**config.mk**
```make
export PLATFORM = sky130hd
export DESIGN_NAME = wkt_timer
export DESIGN_NICKNAME = d
export VERILOG_FILES = /design/src/shared/wkt_pkg.sv /design/src/rtl/wkt_timer.sv
export VERILOG_INCLUDE_DIRS = /design/src /design/src/shared
export SDC_FILE = /design/constraint.sdc
export NUM_CORES = 1
export LEC_CHECK = 0
export ABC_AREA = 0
export BUFFER_PORTS_ARGS = -buffer_cell sky130_fd_sc_hd__buf_2
export CAP_MARGIN = 5
export CORE_MARGIN = 3
export CORE_UTILIZATION = 54
export DETAILED_ROUTE_END_ITERATION = 16
export PLACE_DENSITY = 0.89
export SLEW_MARGIN = 15
export SYNTH_ARGS = -nofsm -noshare
export SYNTH_HDL_FRONTEND = slang
export SYNTH_SLANG_ARGS = --single-unit
```
**constraint.sdc**
```tcl
create_clock -name ref_clk -period 2.75 [get_ports ref_clk]
set_input_delay 0.4125 -clock ref_clk [delete_from_list [all_inputs] [get_ports ref_clk]]
set_output_delay 0.4125 -clock ref_clk [all_outputs]
set_load 0.02 [all_outputs]
```
**src/shared/wkt_cfg.svh**
```systemverilog
// constants of the wake-up timer: register indices, field positions,
// reset values and divider figures. definitions only.
`ifndef WKT_CFG_SVH
`define WKT_CFG_SVH

`define WKT_ADDR_W        12
`define WKT_IDX_CTRL      10'h023
`define WKT_IDX_RLD_HI    10'h024
`define WKT_IDX_RLD_LO    10'h025
`define WKT_IDX_CNT_HI    10'h026
`define WKT_IDX_CNT_LO    10'h027
`define WKT_IDX_IRQ_STAT  10'h030
`define WKT_IDX_IRQ_MASK  10'h031

`define WKT_BIT_RUNNING   7
`define WKT_BIT_STRB      6
`define WKT_BIT_TRIM      5
`define WKT_BIT_PROBE     4
`define WKT_BIT_RELOAD    3
`define WKT_BIT_WAKE      2
`define WKT_SEL_HI        1
`define WKT_SEL_LO        0

`define WKT_IRQ_ZERO      0
`define WKT_IRQ_CARD      1
`define WKT_IRQ_W         2

`define WKT_CNT_W         16
`define WKT_PRE_W         5
`define WKT_DIV_1         5'h00
`define WKT_DIV_8         5'h07
`define WKT_DIV_16        5'h0f
`define WKT_DIV_32        5'h1f

`define WKT_CTRL_RST      6'h00
`define WKT_RLD_RST       16'h0000
`define WKT_MASK_RST      2'h0

`endif

```
**src/shared/wkt_pkg.sv**
```systemverilog
// types shared by the wake-up timer and its bench.
// assumes wkt_cfg.svh holds the numbers.
`default_nettype none

package wkt_pkg;

   // software-held control fields
   typedef struct packed {
      logic       autoOscCalibrate;
      logic       autoCardProbe;
      logic       autoReloadOnZero;
      logic       autoWakeOnZero;
      logic [1:0] tickSourceSelect;
   } wkt_ctrl_t;

   // one-cycle requests to neighbouring blocks
   typedef struct packed {
      logic calibrateStart;
      logic probeStart;
      logic wakeRequest;
      logic powerDownRequest;
   } wkt_req_t;

endpackage : wkt_pkg

`default_nettype wire

```
**src/rtl/wkt_timer.sv**
```systemverilog
// wake-up timer with card-probe and oscillator calibrate triggers.
// assumes an apb master on ref_clk and a one-cycle slowTick pulse per
// slow oscillator period, synchronous to ref_clk.
//
// Functional notes
// - control bit 7 reads countdown active
// - writes change run state only with strobe bit 6
// - auto calibrate pulses at each underflow
// - auto card probe launched on underflow
// - card found raises interrupt, stays active
// - no card returns to power-down if enabled
// - card probe restarts countdown without gap
// - fourth general timer times field-on window
// - auto reload or card probe continues, else stop at zero
// - every underflow sets timer interrupt flag
// - auto wake requests wake on underflow
// - tick select divides by 1, 8, 16, 32
// - start loads counter from reload bytes
// - reload writes wait for next start or reload
// - live count readable at high, low bytes
`include "wkt_cfg.svh"
`timescale 1ns/1ps
`default_nettype none

module wkt_timer (
   input  wire logic                    ref_clk,
   input  wire logic                    reset_n,
   input  wire logic                    psel,
   input  wire logic                    penable,
   input  wire logic                    pwrite,
   input  wire logic [`WKT_ADDR_W-1:0]  paddr,
   input  wire logic [31:0]             pwdata,
   output logic                         pready,
   output logic [31:0]                  prdata,
   output logic                         pslverr,
   input  wire logic                    slowTick,
   input  wire logic                    probeDone,
   input  wire logic                    probeCardFound,
   output logic                         probeFieldTimerUse,
   output logic                         stayActive,
   output wkt_pkg::wkt_req_t            requests,
   output logic                         irq
);

   logic                   rstMeta_q;
   logic                   rstN_q;
   wkt_pkg::wkt_ctrl_t     ctrl_q;
   logic                   running_q;
   logic [`WKT_CNT_W-1:0]  reload_q;
   logic [`WKT_CNT_W-1:0]  count_q;
   logic [`WKT_PRE_W-1:0]  pre_q;
   logic [`WKT_IRQ_W-1:0]  stat_q;
   logic [`WKT_IRQ_W-1:0]  mask_q;
   logic                   ready_q;
   logic [31:0]            rdata_q;
   logic                   stay_q;
   wkt_pkg::wkt_req_t      req_q;

   // reset release through two flops, assert stays asynchronous
   always_ff @(posedge ref_clk or negedge reset_n)
   begin
      if (!reset_n)
      begin
         rstMeta_q <= 1'b0;
         rstN_q    <= 1'b0;
      end
      else
      begin
         rstMeta_q <= 1'b1;
         rstN_q    <= rstMeta_q;
      end
   end

   // apb decode; one wait state so read data comes from a flop
   wire accessPhase = psel & penable;
   wire xferDone    = accessPhase & ready_q;
   wire wrDone      = xferDone & pwrite;
   wire rdDone      = xferDone & ~pwrite;
   wire [9:0] idx   = paddr[`WKT_ADDR_W-1:2];
   wire selCtrl     = idx == `WKT_IDX_CTRL;
   wire selRldHi    = idx == `WKT_IDX_RLD_HI;
   wire selRldLo    = idx == `WKT_IDX_RLD_LO;
   wire selCntHi    = idx == `WKT_IDX_CNT_HI;
   wire selCntLo    = idx == `WKT_IDX_CNT_LO;
   wire selStat     = idx == `WKT_IDX_IRQ_STAT;
   wire selMask     = idx == `WKT_IDX_IRQ_MASK;
   wire lowBitsOk   = paddr[1:0] == 2'h0;
   wire mapped      = lowBitsOk & (selCtrl | selRldHi | selRldLo
                      | selCntHi | selCntLo | selStat | selMask);
   wire ctrlWr      = wrDone & mapped & selCtrl;
   // of all writes, only one carrying the strobe moves the run state
   wire runChange   = ctrlWr & pwdata[`WKT_BIT_STRB];
   wire startEv     = runChange & pwdata[`WKT_BIT_RUNNING];
   wire stopEv      = runChange & ~pwdata[`WKT_BIT_RUNNING];

   // read mux; counter bytes are live, strobe bit reads zero
   // refused addresses read zero even when the index alone decodes
   logic [7:0] rdMux;
   assign rdMux =
      ~mapped  ? 8'h00 :
      selCtrl  ? {running_q, 1'b0, ctrl_q} :
      selRldHi ? reload_q[15:8] :
      selRldLo ? reload_q[7:0] :
      selCntHi ? count_q[15:8] :
      selCntLo ? count_q[7:0] :
      selStat  ? {6'h00, stat_q} :
      selMask  ? {6'h00, mask_q} : 8'h00;

   // tick prescaler: compare limit picked by the select field
   wire [`WKT_PRE_W-1:0] preLimit =
      (ctrl_q.tickSourceSelect == 2'h0) ? `WKT_DIV_1 :
      (ctrl_q.tickSourceSelect == 2'h1) ? `WKT_DIV_8 :
      (ctrl_q.tickSourceSelect == 2'h2) ? `WKT_DIV_16 :
      `WKT_DIV_32;
   wire preWrap  = pre_q == preLimit;
   wire tick     = running_q & slowTick & preWrap;
   // count of one (or a zero reload) reaches zero on this tick
   wire atZero   = tick & (count_q <= 16'h0001);
   // card probe forces a gapless restart even without auto reload
   wire keepOn   = ctrl_q.autoReloadOnZero | ctrl_q.autoCardProbe;
   wire cardEv   = probeDone & probeCardFound;
   wire emptyEv  = probeDone & ~probeCardFound;

   always_ff @(posedge ref_clk or negedge rstN_q)
   begin
      if (!rstN_q)
      begin
         ready_q <= 1'b0;
         rdata_q <= 32'h0000_0000;
      end
      else
      begin
         ready_q <= accessPhase & ~ready_q;
         if (accessPhase & ~ready_q & ~pwrite)
            rdata_q <= {24'h00_0000, rdMux};
      end
   end

   assign pready  = ready_q;
   assign pslverr = ready_q & ~mapped;
   assign prdata  = rdata_q;

   // software fields; reload bytes only latch, count is untouched
   always_ff @(posedge ref_clk or negedge rstN_q)
   begin
      if (!rstN_q)
      begin
         ctrl_q   <= `WKT_CTRL_RST;
         reload_q <= `WKT_RLD_RST;
         mask_q   <= `WKT_MASK_RST;
      end
      else
      begin
         if (ctrlWr)
            ctrl_q <= pwdata[`WKT_BIT_TRIM:`WKT_SEL_LO];
         if (wrDone & mapped & selRldHi)
            reload_q[15:8] <= pwdata[7:0];
         if (wrDone & mapped & selRldLo)
            reload_q[7:0] <= pwdata[7:0];
         if (wrDone & mapped & selMask)
            mask_q <= pwdata[`WKT_IRQ_W-1:0];
      end
   end

   // prescaler restarts with every start so the first tick is whole
   always_ff @(posedge ref_clk or negedge rstN_q)
   begin
      if (!rstN_q)
         pre_q <= 5'h00;
      else if (startEv | ~running_q)
         pre_q <= 5'h00;
      else if (slowTick)
         pre_q <= preWrap ? 5'h00 : pre_q + 5'h01;
   end

   // run state and counter
   always_ff @(posedge ref_clk or negedge rstN_q)
   begin
      if (!rstN_q)
      begin
         running_q <= 1'b0;
         count_q   <= 16'h0000;
      end
      else if (startEv)
      begin
         running_q <= 1'b1;
         count_q   <= reload_q;
      end
      else if (stopEv)
         running_q <= 1'b0;
      else if (atZero)
      begin
         running_q <= keepOn;
         count_q   <= keepOn ? reload_q : 16'h0000;
      end
      else if (tick)
         count_q <= count_q - 16'h0001;
   end

   // sticky flags: a read clears them, a fresh event wins over that
   wire [`WKT_IRQ_W-1:0] statSet = {cardEv, atZero};
   wire statClr = rdDone & mapped & selStat;
   always_ff @(posedge ref_clk or negedge rstN_q)
   begin
      if (!rstN_q)
         stat_q <= 2'h0;
      else
         stat_q <= (statClr ? 2'h0 : stat_q) | statSet;
   end

   assign irq = |(stat_q & mask_q);

   // requests to calibrator, probe sequencer and power controller
   always_ff @(posedge ref_clk or negedge rstN_q)
   begin
      if (!rstN_q)
      begin
         req_q  <= 4'h0;
         stay_q <= 1'b0;
      end
      else
      begin
         req_q.calibrateStart   <= atZero & ctrl_q.autoOscCalibrate;
         req_q.probeStart       <= atZero & ctrl_q.autoCardProbe;
         req_q.wakeRequest      <= atZero & ctrl_q.autoWakeOnZero;
         req_q.powerDownRequest <= emptyEv & ctrl_q.autoWakeOnZero;
         // a found card holds the chip up until the next empty probe
         if (cardEv)
            stay_q <= 1'b1;
         else if (emptyEv)
            stay_q <= 1'b0;
      end
   end

   assign requests           = req_q;
   assign stayActive         = stay_q;
   // field-on window is timed by the fourth general timer
   assign probeFieldTimerUse = ctrl_q.autoCardProbe;

   // checks beside the logic
   property p_run_hold;
      @(posedge ref_clk) disable iff (!rstN_q)
      (ctrlWr & ~pwdata[`WKT_BIT_STRB] & ~atZero) |=> running_q == $past(running_q);
   endproperty
   a_run_hold: assert property (p_run_hold)
      else $error("run state moved without strobe");

   property p_start_load;
      @(posedge ref_clk) disable iff (!rstN_q)
      startEv |=> running_q && count_q == $past(reload_q);
   endproperty
   a_start_load: assert property (p_start_load)
      else $error("start did not load reload value");

   property p_stop_at_zero;
      @(posedge ref_clk) disable iff (!rstN_q)
      (atZero & ~keepOn & ~runChange) |=> ~running_q && count_q == 16'h0000;
   endproperty
   a_stop_at_zero: assert property (p_stop_at_zero)
      else $error("counter did not stop at zero");

   property p_reload_on_zero;
      @(posedge ref_clk) disable iff (!rstN_q)
      (atZero & keepOn & ~runChange) |=> running_q && count_q == $past(reload_q);
   endproperty
   a_reload_on_zero: assert property (p_reload_on_zero)
      else $error("no gapless restart after zero");

   property p_flag_set;
      @(posedge ref_clk) disable iff (!rstN_q)
      atZero |=> stat_q[`WKT_IRQ_ZERO];
   endproperty
   a_flag_set: assert property (p_flag_set)
      else $error("underflow flag not set");

   property p_decrement;
      @(posedge ref_clk) disable iff (!rstN_q)
      (tick & ~atZero & ~runChange) |=> count_q == $past(count_q) - 16'h0001;
   endproperty
   a_decrement: assert property (p_decrement)
      else $error("counter did not step down");

   property p_reload_no_disturb;
      @(posedge ref_clk) disable iff (!rstN_q)
      (wrDone & (selRldHi | selRldLo) & ~tick & ~runChange)
      |=> count_q == $past(count_q);
   endproperty
   a_reload_no_disturb: assert property (p_reload_no_disturb)
      else $error("reload write changed the count");

   property p_calibrate;
      @(posedge ref_clk) disable iff (!rstN_q)
      (atZero & ctrl_q.autoOscCalibrate) |=> requests.calibrateStart;
   endproperty
   a_calibrate: assert property (p_calibrate)
      else $error("calibrate not triggered");

   property p_probe;
      @(posedge ref_clk) disable iff (!rstN_q)
      requests.probeStart |-> $past(atZero) && $past(ctrl_q.autoCardProbe);
   endproperty
   a_probe: assert property (p_probe)
      else $error("probe start without underflow");

   property p_wake;
      @(posedge ref_clk) disable iff (!rstN_q)
      requests.wakeRequest |-> $past(atZero) && $past(ctrl_q.autoWakeOnZero);
   endproperty
   a_wake: assert property (p_wake)
      else $error("wake request without cause");

   property p_card_irq;
      @(posedge ref_clk) disable iff (!rstN_q)
      (cardEv & mask_q[`WKT_IRQ_CARD] & ~(wrDone & mapped & selMask))
      |=> irq && stayActive;
   endproperty
   a_card_irq: assert property (p_card_irq)
      else $error("card found but no interrupt");

   property p_power_down;
      @(posedge ref_clk) disable iff (!rstN_q)
      (emptyEv & ctrl_q.autoWakeOnZero) |=> requests.powerDownRequest && !stayActive;
   endproperty
   a_power_down: assert property (p_power_down)
      else $error("empty probe did not request power-down");

   property p_tick_div;
      @(posedge ref_clk) disable iff (!rstN_q)
      (tick & ctrl_q.tickSourceSelect == 2'h1) |-> pre_q == `WKT_DIV_8;
   endproperty
   a_tick_div: assert property (p_tick_div)
      else $error("divide-by-8 tick at wrong count");

   property p_running_read;
      @(posedge ref_clk) disable iff (!rstN_q)
      (accessPhase & ~ready_q & ~pwrite & mapped & selCtrl)
      |=> prdata[`WKT_BIT_RUNNING] == $past(running_q);
   endproperty
   a_running_read: assert property (p_running_read)
      else $error("running bit misreported");

   property p_count_read;
      @(posedge ref_clk) disable iff (!rstN_q)
      (accessPhase & ~ready_q & ~pwrite & mapped & selCntLo)
      |=> prdata[7:0] == $past(count_q[7:0]);
   endproperty
   a_count_read: assert property (p_count_read)
      else $error("count low byte misreported");

   property p_field_timer;
      @(posedge ref_clk) disable iff (!rstN_q)
      probeFieldTimerUse == ctrl_q.autoCardProbe;
   endproperty
   a_field_timer: assert property (p_field_timer)
      else $error("field timer routing wrong");

endmodule : wkt_timer

`default_nettype wire

```
After elaboration in Yosys (flattened, before gate mapping):

Cells that the tools add are included.

* $add $sub $neg: 2
* reductions and logical operators: 8
* bitwise gates (word level): 43
* equal/unequal tests: 11
* muxes and demuxes: 25
* magnitude comparators: 1

Operators with widths (number)
* $mux 16: 5
* $eq 10x6->1 const B: 7
* $mux 8: 6
* $mux 5: 6
* $and 1x1->1: 27
* $le 16x1->1 const B: 1
* $sub 16x1->16 const B: 1
* $or 1x1->1: 8
* $mux 2: 3
* $not 1->1: 6
* $reduce_bool 3->1: 2
* $add 5x1->5 const B: 1
* $eq 5x5->1: 1
* $mux 1: 5
* $logic_not 2->1: 2
* $reduce_bool 2->1: 2
* $and 2x2->2: 1
* $eq 2x1->1 const B: 1
* $eq 2x2->1 const B: 1
* $ne 2x2->1 const B: 1
* $or 2x2->2: 1
* $reduce_and 2->1: 1
* $reduce_or 2->1: 1

* logic and storage cells: 111
* register bits after elaboration: 64
* output and inout port bits: 41
* bits of input ports: 52

Depth between registers and ports, before layout:

Gate-level depths: netlist (run 1).

* depth in word-level cells: 14
* gate-level depth with buffers: 9
* depth with buffers taken out: 8

Least setup slack after synthesis (run 1):

No wires, ideal clock.

* path type: register to register
* from: reg count_q[10]
* to: reg count_q[6]
* path buffers: 1
* stages on the path, launching flop included: 8
* period minus slack after synthesis: 2.303 ns
* required time: 2.623 ns
* arrival time: 2.176 ns
* path slack: 0.447 ns
* cell sequence: dfrtp_1 > or4_1 > buf_2 > or4_1 > and4bb_4 > nor2_4 > a22oi_1 > o22ai_1

* cells in the longest elaborated chain, start to end: 5

Ends and longest elaborated chain
* start, declared: RTL line wkt_timer.sv:50 `` logic [`WKT_CNT_W-1:0] count_q; ``
* start signal, assigned: RTL line wkt_timer.sv:187 `count_q <= reload_q;`
* start signal, assigned: RTL line wkt_timer.sv:194 `count_q <= keepOn ? reload_q : 16'h0000;`
* start signal, assigned: RTL line wkt_timer.sv:197 `count_q <= count_q - 16'h0001;`
* $le 16x1->1 (*): RTL line wkt_timer.sv:118 `wire atZero = tick & (count_q <= 16'h0001);`
* $and 1x1->1 (*): RTL line wkt_timer.sv:118
* $mux 16: RTL line wkt_timer.sv:191 `else if (atZero)`
* $mux 16: RTL line wkt_timer.sv:189 `else if (stopEv)`
* $mux 16: RTL line wkt_timer.sv:184 `else if (startEv)`

Every way passes the cells marked *; elsewhere a longest branch is shown, timed or not. The select of a mux whose other input is x is not followed.
A chain may end at the register's enable or synchronous reset.

Final worst setup path (run 1):

* from: reg count_q[10]
* to: reg count_q[7]

Same word-level chain as after synthesis.

==> impl_metrics.ini, run 1 <==
[run_status]
run_status = finished, final reports clean

[floorplan]
fp.dieW_um = 89.5
fp.dieH_um = 89.5
dieArea_um2 = 8000
io-pin-count = 93
core_um2 = 6530
fp-row-count = 29
floorplan.initialDensity_pct = 57.6

[synth]
ys_ff_latch = 64
yosys.cell_count.top_type = dfrtp_1
synth_edf_count = 0
synthTopCellsByArea = dfrtp_1, mux2_2, buf_4, nand2_1, mux4_2
yosys.area.top_type = dfrtp_1
synth.top_cell.area_share_pct = 42.6
ys.flop_type = dfrtp_1
ys_types = 59
synth_cells = 378
syn_avg_cell_area_um2 = 9.95
synth_common_cells = dfrtp_1, nand2_1, mux2_2, buf_4, nor2_1
yosysSeqAreaShare_pct = 42.6
syn_area_um2 = 3760
synthArstFlopShare_pct = 100
synth_warnings = 0

[worst_setup_path]
crit_arrival_ns = 2.91
rrSetupSlack_ns = 0.12
cp-start-kind = flop
path_delay_family = simple AND/OR/NAND/NOR gates
slowest_stage = o41ai_4
r2r-end = count_q[7]
path_cells = or4_1 > nor3_2 > nand3_1 > o41ai_4 > a22oi_1 > nand2_1
worstRegToRegCells = 6
endpoint_kind = flop
slowest_delay_ns = 0.74
path_class = reg2reg
timing.critical_path.buf_inv = 0
cp_max_fo = 9
worstReg2RegStart = count_q[10]
cp_data_required_time_ns = 3.03

[cts]
htree_levels = 3
clkTransAtPathRegs_ns = 0.08
cts_resized = 0
cts_root_buf = clkbuf_8
clk_latency_ns = 0.35
numCtsBuffers = 9
cts_tree = built
cts_setup_buffers = 0
cts_hold_buffers = 1
cts_sinks = 64
clk_path_buf_depth = 2

[power]
p_seq_share_pct = 49.9
powerDensity_nw_per_um2 = 452
p_comb_share_pct = 6.7
p_leak_nw = 2.01
ir_drop_mv = 0.253
p_clk_share_pct = 43.5
switchingPower_mw = 0.484
switching_share_pct = 25.3
p_int_mw = 1.43

[layout]
multi_input_area_um2 = 1970
layout-drive-gt1-share_pct = 29.1
n_fill_cell = 503
seq_area_um2 = 1600
diodes = 0
post-route-util_pct = 64.8
nNetsFinal = 486
area_delta_synth_final_pct = 12.5

[global_routing]
grt_max_degree = 38
grt_pass1_vias = 3111
gr-total-overflow = 0
grt_usage_pct = 24.8
grt_pass1_wl_mm = 14.8
antenna_found_initial = 0

[sta]
setup_viol = 0
finalSetupTns_ns = 0
finClkSkew_ns = 0.0100
hold_viol = 0
fmax_mhz = 380
tightest_slew_ns = 0.684
finalCritPeriodShare_pct = 95.6
slew_headroom_pct = 54.2
timing.final.max_slew_violations = 0
grt_setup_unrepaired = false
fin_crit_ns = 2.63

[routing]
vias = 3220
drt_pass1_iterations = 5
antenna_left = 0
remaining_drc_errors = 0
first_iter_violations = 307
wl_per_cell_um = 18.4
wirelength_mm = 9.45
viasPerCell = 6.28

[worst_hold_path]
hp-start = probeCardFound
min_path_type = in2reg
hold_path_end = requests[0]
min_delay_path_depth = 2

[placement]
dp_hpwl_mm = 7.03
gp_congestion = 0.922
portBuffers = 44

[run]
maxCapViolCount = 0
## power groups by stage
stage / registers [mW] / logic, mW / clock network (mW)
after global routing: 0.955 / 0.139 / 0.890
after floorplan: 0.981 / 0.0971 / 0
after global placement: 0.972 / 0.122 / 0
after CTS: 0.954 / 0.126 / 0.842
after detailed placement: 0.973 / 0.124 / 0
final: 0.953 / 0.127 / 0.831
## routing by layer
metal	vias to the layer above	wire [um]	track usage [%]	share of wire [%]
li1	1447	-	-	-
met1	1559	3840	30.4	41
met2	169	4520	39.5	48
met3	45	658	6.18	7.0
met4	0	432	14.5	4.6
met5	-	0	0	0
## kinds of logic after synthesis
| logic type | count (synthesis) | synth area share [%] |
|---|---|---|
| compound gates | 70 | 13.4 |
| xor+xnor | 5 | 1.16 |
| fa+ha+maj | 3 | 0.998 |
| buf+inv | 46 | 7.39 |
| flops | 64 | 42.6 |
| mux | 34 | 11.9 |
| other cells | 2 | 0.200 |
| simple gates | 154 | 22.3 |
## cell usage in the layout, fill, tap and decap left out, drive strengths merged, types with 4 or more instances in the layout
cell / netlist / layout
dfrtp: 64 / 64
buf: 33 / 58
nand2: 41 / 41
mux2: 27 / 27
nor2: 26 / 26
conb: 2 / 25
nor3: 25 / 25
o21ai: 20 / 20
nand3: 15 / 15
a22oi: 14 / 14
clkbuf: 7 / 10
and2: 8 / 8
nor4: 8 / 8
and3: 7 / 7
o31ai: 7 / 7
inv: 6 / 6
a21oi: 6 / 6
mux4: 6 / 6
o211ai: 5 / 5
nand4: 4 / 4
clkinv: 0 / 4
## worst max path at each step
stage | slack, ns | end | cells after the start | startpoint
after global routing | 0.03 | count_q[7] | 6 | count_q[10]
after detailed placement | 0.21 | count_q[14] | 8 | paddr[5]
after CTS | 0.20 | count_q[14] | 6 | count_q[10]
after global placement | 0.26 | count_q[14] | 6 | count_q[10]
after floorplan | 0.45 | count_q[6] | 7 | count_q[10]
final | 0.12 | count_q[7] | 6 | count_q[10]
## state kept, by name, indices dropped and copies added (netlist names)
name,count
count_q,16
ctrl_q,5
mask_q,2
prdata,8
pre_q,5
pready,1
probeFieldTimerUse,1
reload_q,16
requests,4
rstMeta_q,1
rstN_q,1
running_q,1
stat_q,2
stayActive,1
## layout make-up
cell class                 count  share of cell area [%]
timing repair buffer          59                    7.92
tap                           77                    2.28
clock buffer                  10                    3.25
clock inverter                 6                    1.63
sequential                    64                    37.9
inverter                       6                   0.532
multi-input combinational    291                    46.5
## per-stage QoR
step / area [um^2] / hold WS (ns) / total power [mW] / cells / worst slack (ns)
after CTS: 4230 / 0.226 / 1.92 / 513 / 0.198
final: 4230 / 0.236 / 1.91 / 513 / 0.120
after floorplan: 3850 / 0.117 / 1.08 / 401 / 0.447
after global routing: 4230 / 0.249 / 1.98 / 513 / 0.0289
after global placement: 4020 / 0.197 / 1.09 / 496 / 0.258
after detailed placement: 4020 / 0.198 / 1.10 / 496 / 0.215
(Power assumes the default switching activity.)
==> run 2: changes to the inputs <==
--- a/config.mk
+++ b/config.mk
@@ -6,13 +6,13 @@
 export SDC_FILE = /design/constraint.sdc
 export NUM_CORES = 1
 export LEC_CHECK = 0
-export ABC_AREA = 0
+export ABC_AREA = 1
 export BUFFER_PORTS_ARGS = -buffer_cell sky130_fd_sc_hd__buf_2
 export CAP_MARGIN = 5
 export CORE_MARGIN = 3
 export CORE_UTILIZATION = 54
 export DETAILED_ROUTE_END_ITERATION = 16
-export PLACE_DENSITY = 0.89
+export PLACE_DENSITY = 0.88
 export SLEW_MARGIN = 15
 export SYNTH_ARGS = -nofsm -noshare
 export SYNTH_HDL_FRONTEND = slang
==> impl_metrics.ini, run 2 <==
[global_routing]
gr-total-overflow = 0
grt_pass1_vias = 3754
grt_max_degree = 49
antenna_found_initial = 0
grt_pass1_wl_mm = 18.0
grt_usage_pct = 26.9

[synth]
ys_types = 36
synth_common_cells = nand2_1, inv_1, dfrtp_1, nor2_1, o21ai_0
yosys.cell_count.top_type = nand2_1
synthArstFlopShare_pct = 100
yosys.area.top_type = dfrtp_1
synth.top_cell.area_share_pct = 39.8
syn_area_um2 = 4030
synthTopCellsByArea = dfrtp_1, nand2_1, inv_1, o21ai_0, nand3_1
syn_avg_cell_area_um2 = 7.08
synth_warnings = 0
synth_cells = 569
yosysSeqAreaShare_pct = 39.8
ys_ff_latch = 64
synth_edf_count = 0
ys.flop_type = dfrtp_1

[routing]
remaining_drc_errors = 0
vias = 3956
wl_per_cell_um = 15.1
drt_pass1_iterations = 5
antenna_left = 0
first_iter_violations = 391
viasPerCell = 5.49
wirelength_mm = 10.9

[sta]
setup_viol = 0
finalSetupTns_ns = 0
finClkSkew_ns = 0.00858
fin_crit_ns = 2.32
hold_viol = 0
tightest_slew_ns = 1.02
slew_headroom_pct = 32.3
holdWs_ns = 0.219
timing.final.max_slew_violations = 0
fmax_mhz = 431
finalCritPeriodShare_pct = 84.4
grt_setup_unrepaired = false

[layout]
final_common_cell = nand2_1
nNetsFinal = 675
n_fill_cell = 640
diodes = 0
final_cell_mix = nand2_1, inv_1, dfrtp_1
area_delta_synth_final_pct = 10.7
layout-drive-gt1-share_pct = 15.2

[floorplan]
fp.dieH_um = 92.4
fp-row-count = 30
core_um2 = 7020
floorplan.initialDensity_pct = 57.4
fp.dieW_um = 92.4
io-pin-count = 93
dieArea_um2 = 8530

[run]
maxCapViolCount = 0

[cts]
cts_root_buf = clkbuf_8
clk_latency_ns = 0.35
htree_levels = 3
clk_path_buf_depth = 2
cts_sinks = 64
clkTransAtPathRegs_ns = 0.07
numCtsBuffers = 9
cts_tree = built

[power]
powerDensity_nw_per_um2 = 621
power.total_mw = 2.77
p_leak_nw = 2.40
ir_drop_mv = 0.444

[worst_hold_path]
min_delay_path_depth = 2
min_path_type = in2reg

[worst_setup_path]
endpoint_kind = flop
slowest_stage = dfrtp_1
slowest_delay_ns = 0.40
cp-start-kind = flop
path_delay_family = simple AND/OR/NAND/NOR gates
path_cells = inv_1 > ha_1 > nand2_1 > nor2_1 > nand2_1 > a21oi_1 > nand2_2 > clkinv_1 > or2_2 > nand3_1 > nand3_1 > nand2_1
crit_cells = 12
worstRegToRegCells = 12
timing.critical_path.buf_inv = 2
cp_data_required_time_ns = 2.99
cp_max_fo = 10
path_common_cell = nand2_1
crit_arrival_ns = 2.56
path_class = reg2reg

[placement]
portBuffers = 44
gp_congestion = 0.927
dp_hpwl_mm = 8.24

[run_status]
run_status = finished, final reports clean
## run 2: worst paths after layout
kind | to | start | slack, ns
hold / removal | requests[0] | probeCardFound | 0.22
setup / recovery | count_q[1] | count_q[0] | 0.43
hold reg to reg | rstN_q | rstMeta_q | 0.36
min in group asynchronous | rstN_q | reset_n | 0.36
max in group asynchronous | count_q[12] | rstN_q | 1.57
setup reg to reg | count_q[1] | count_q[0] | 0.43
## run 2: metal layers
metal | track usage [%] | wire length [um]
met2 | 40.5 | 4950
met1 | 36.9 | 4630
met3 | 5.61 | 1030
met4 | 13.4 | 294
met5 | 0 | 0
## run 2: final cells by class
| cell class | count | area, um^2 | area share, % |
|---|---|---|---|
| multi-input cells | 413 | 1960 | 43.9 |
| flip-flops and latches | 64 | 1600 | 35.9 |
| inverters | 81 | 307 | 6.87 |
| repair buffers | 51 | 275 | 6.17 |
| clock buffers | 11 | 141 | 3.17 |
| well taps | 96 | 120 | 2.69 |
| clock inverters | 4 | 55.1 | 1.23 |
## run 2: through the flow
stage	cell area [um^2]	util (%)	setup slack, ns	instances
3_3_place_gp	4260	60.6	0.508	704
6_report	4460	63.6	0.430	720
2_1_floorplan	4120	-	0.836	592
4_1_cts	4460	63.6	0.504	720
5_1_grt	4460	63.6	0.252	720
3_5_place_dp	4260	60.6	0.485	704
## run 2: what timing repair did
action | CTS | global route
buffers inserted | 0 | 0
hold buffers | 1 | 0
resized for setup | 0 | 0
endpoints found under the hold margin | 2 | 0
setup endpoints to repair | 0 | 0
## run 2: report_power, final
| part | internal (mW) | leakage (nW) | switching, mW |
|---|---|---|---|
| registers | 1.05 | 0.855 | 0.153 |
| clock network | 0.442 | 0.0956 | 0.391 |
| logic | 0.262 | 1.45 | 0.477 |
| total | 1.75 | 2.40 | 1.02 |
## run 2: kinds of logic (layout without fill, tap and decap cells)
| kind of cell | Yosys count | count (layout) | share of synthesized area [%] |
|---|---|---|---|
| simple gates | 291 | 291 | 31.8 |
| buf+inv | 115 | 147 | 13.7 |
| compound gates | 85 | 85 | 11.6 |
| flops | 64 | 64 | 39.8 |
| xor+xnor | 9 | 9 | 1.96 |
| fa+ha+maj | 3 | 3 | 0.932 |
| other cells | 2 | 25 | 0.186 |
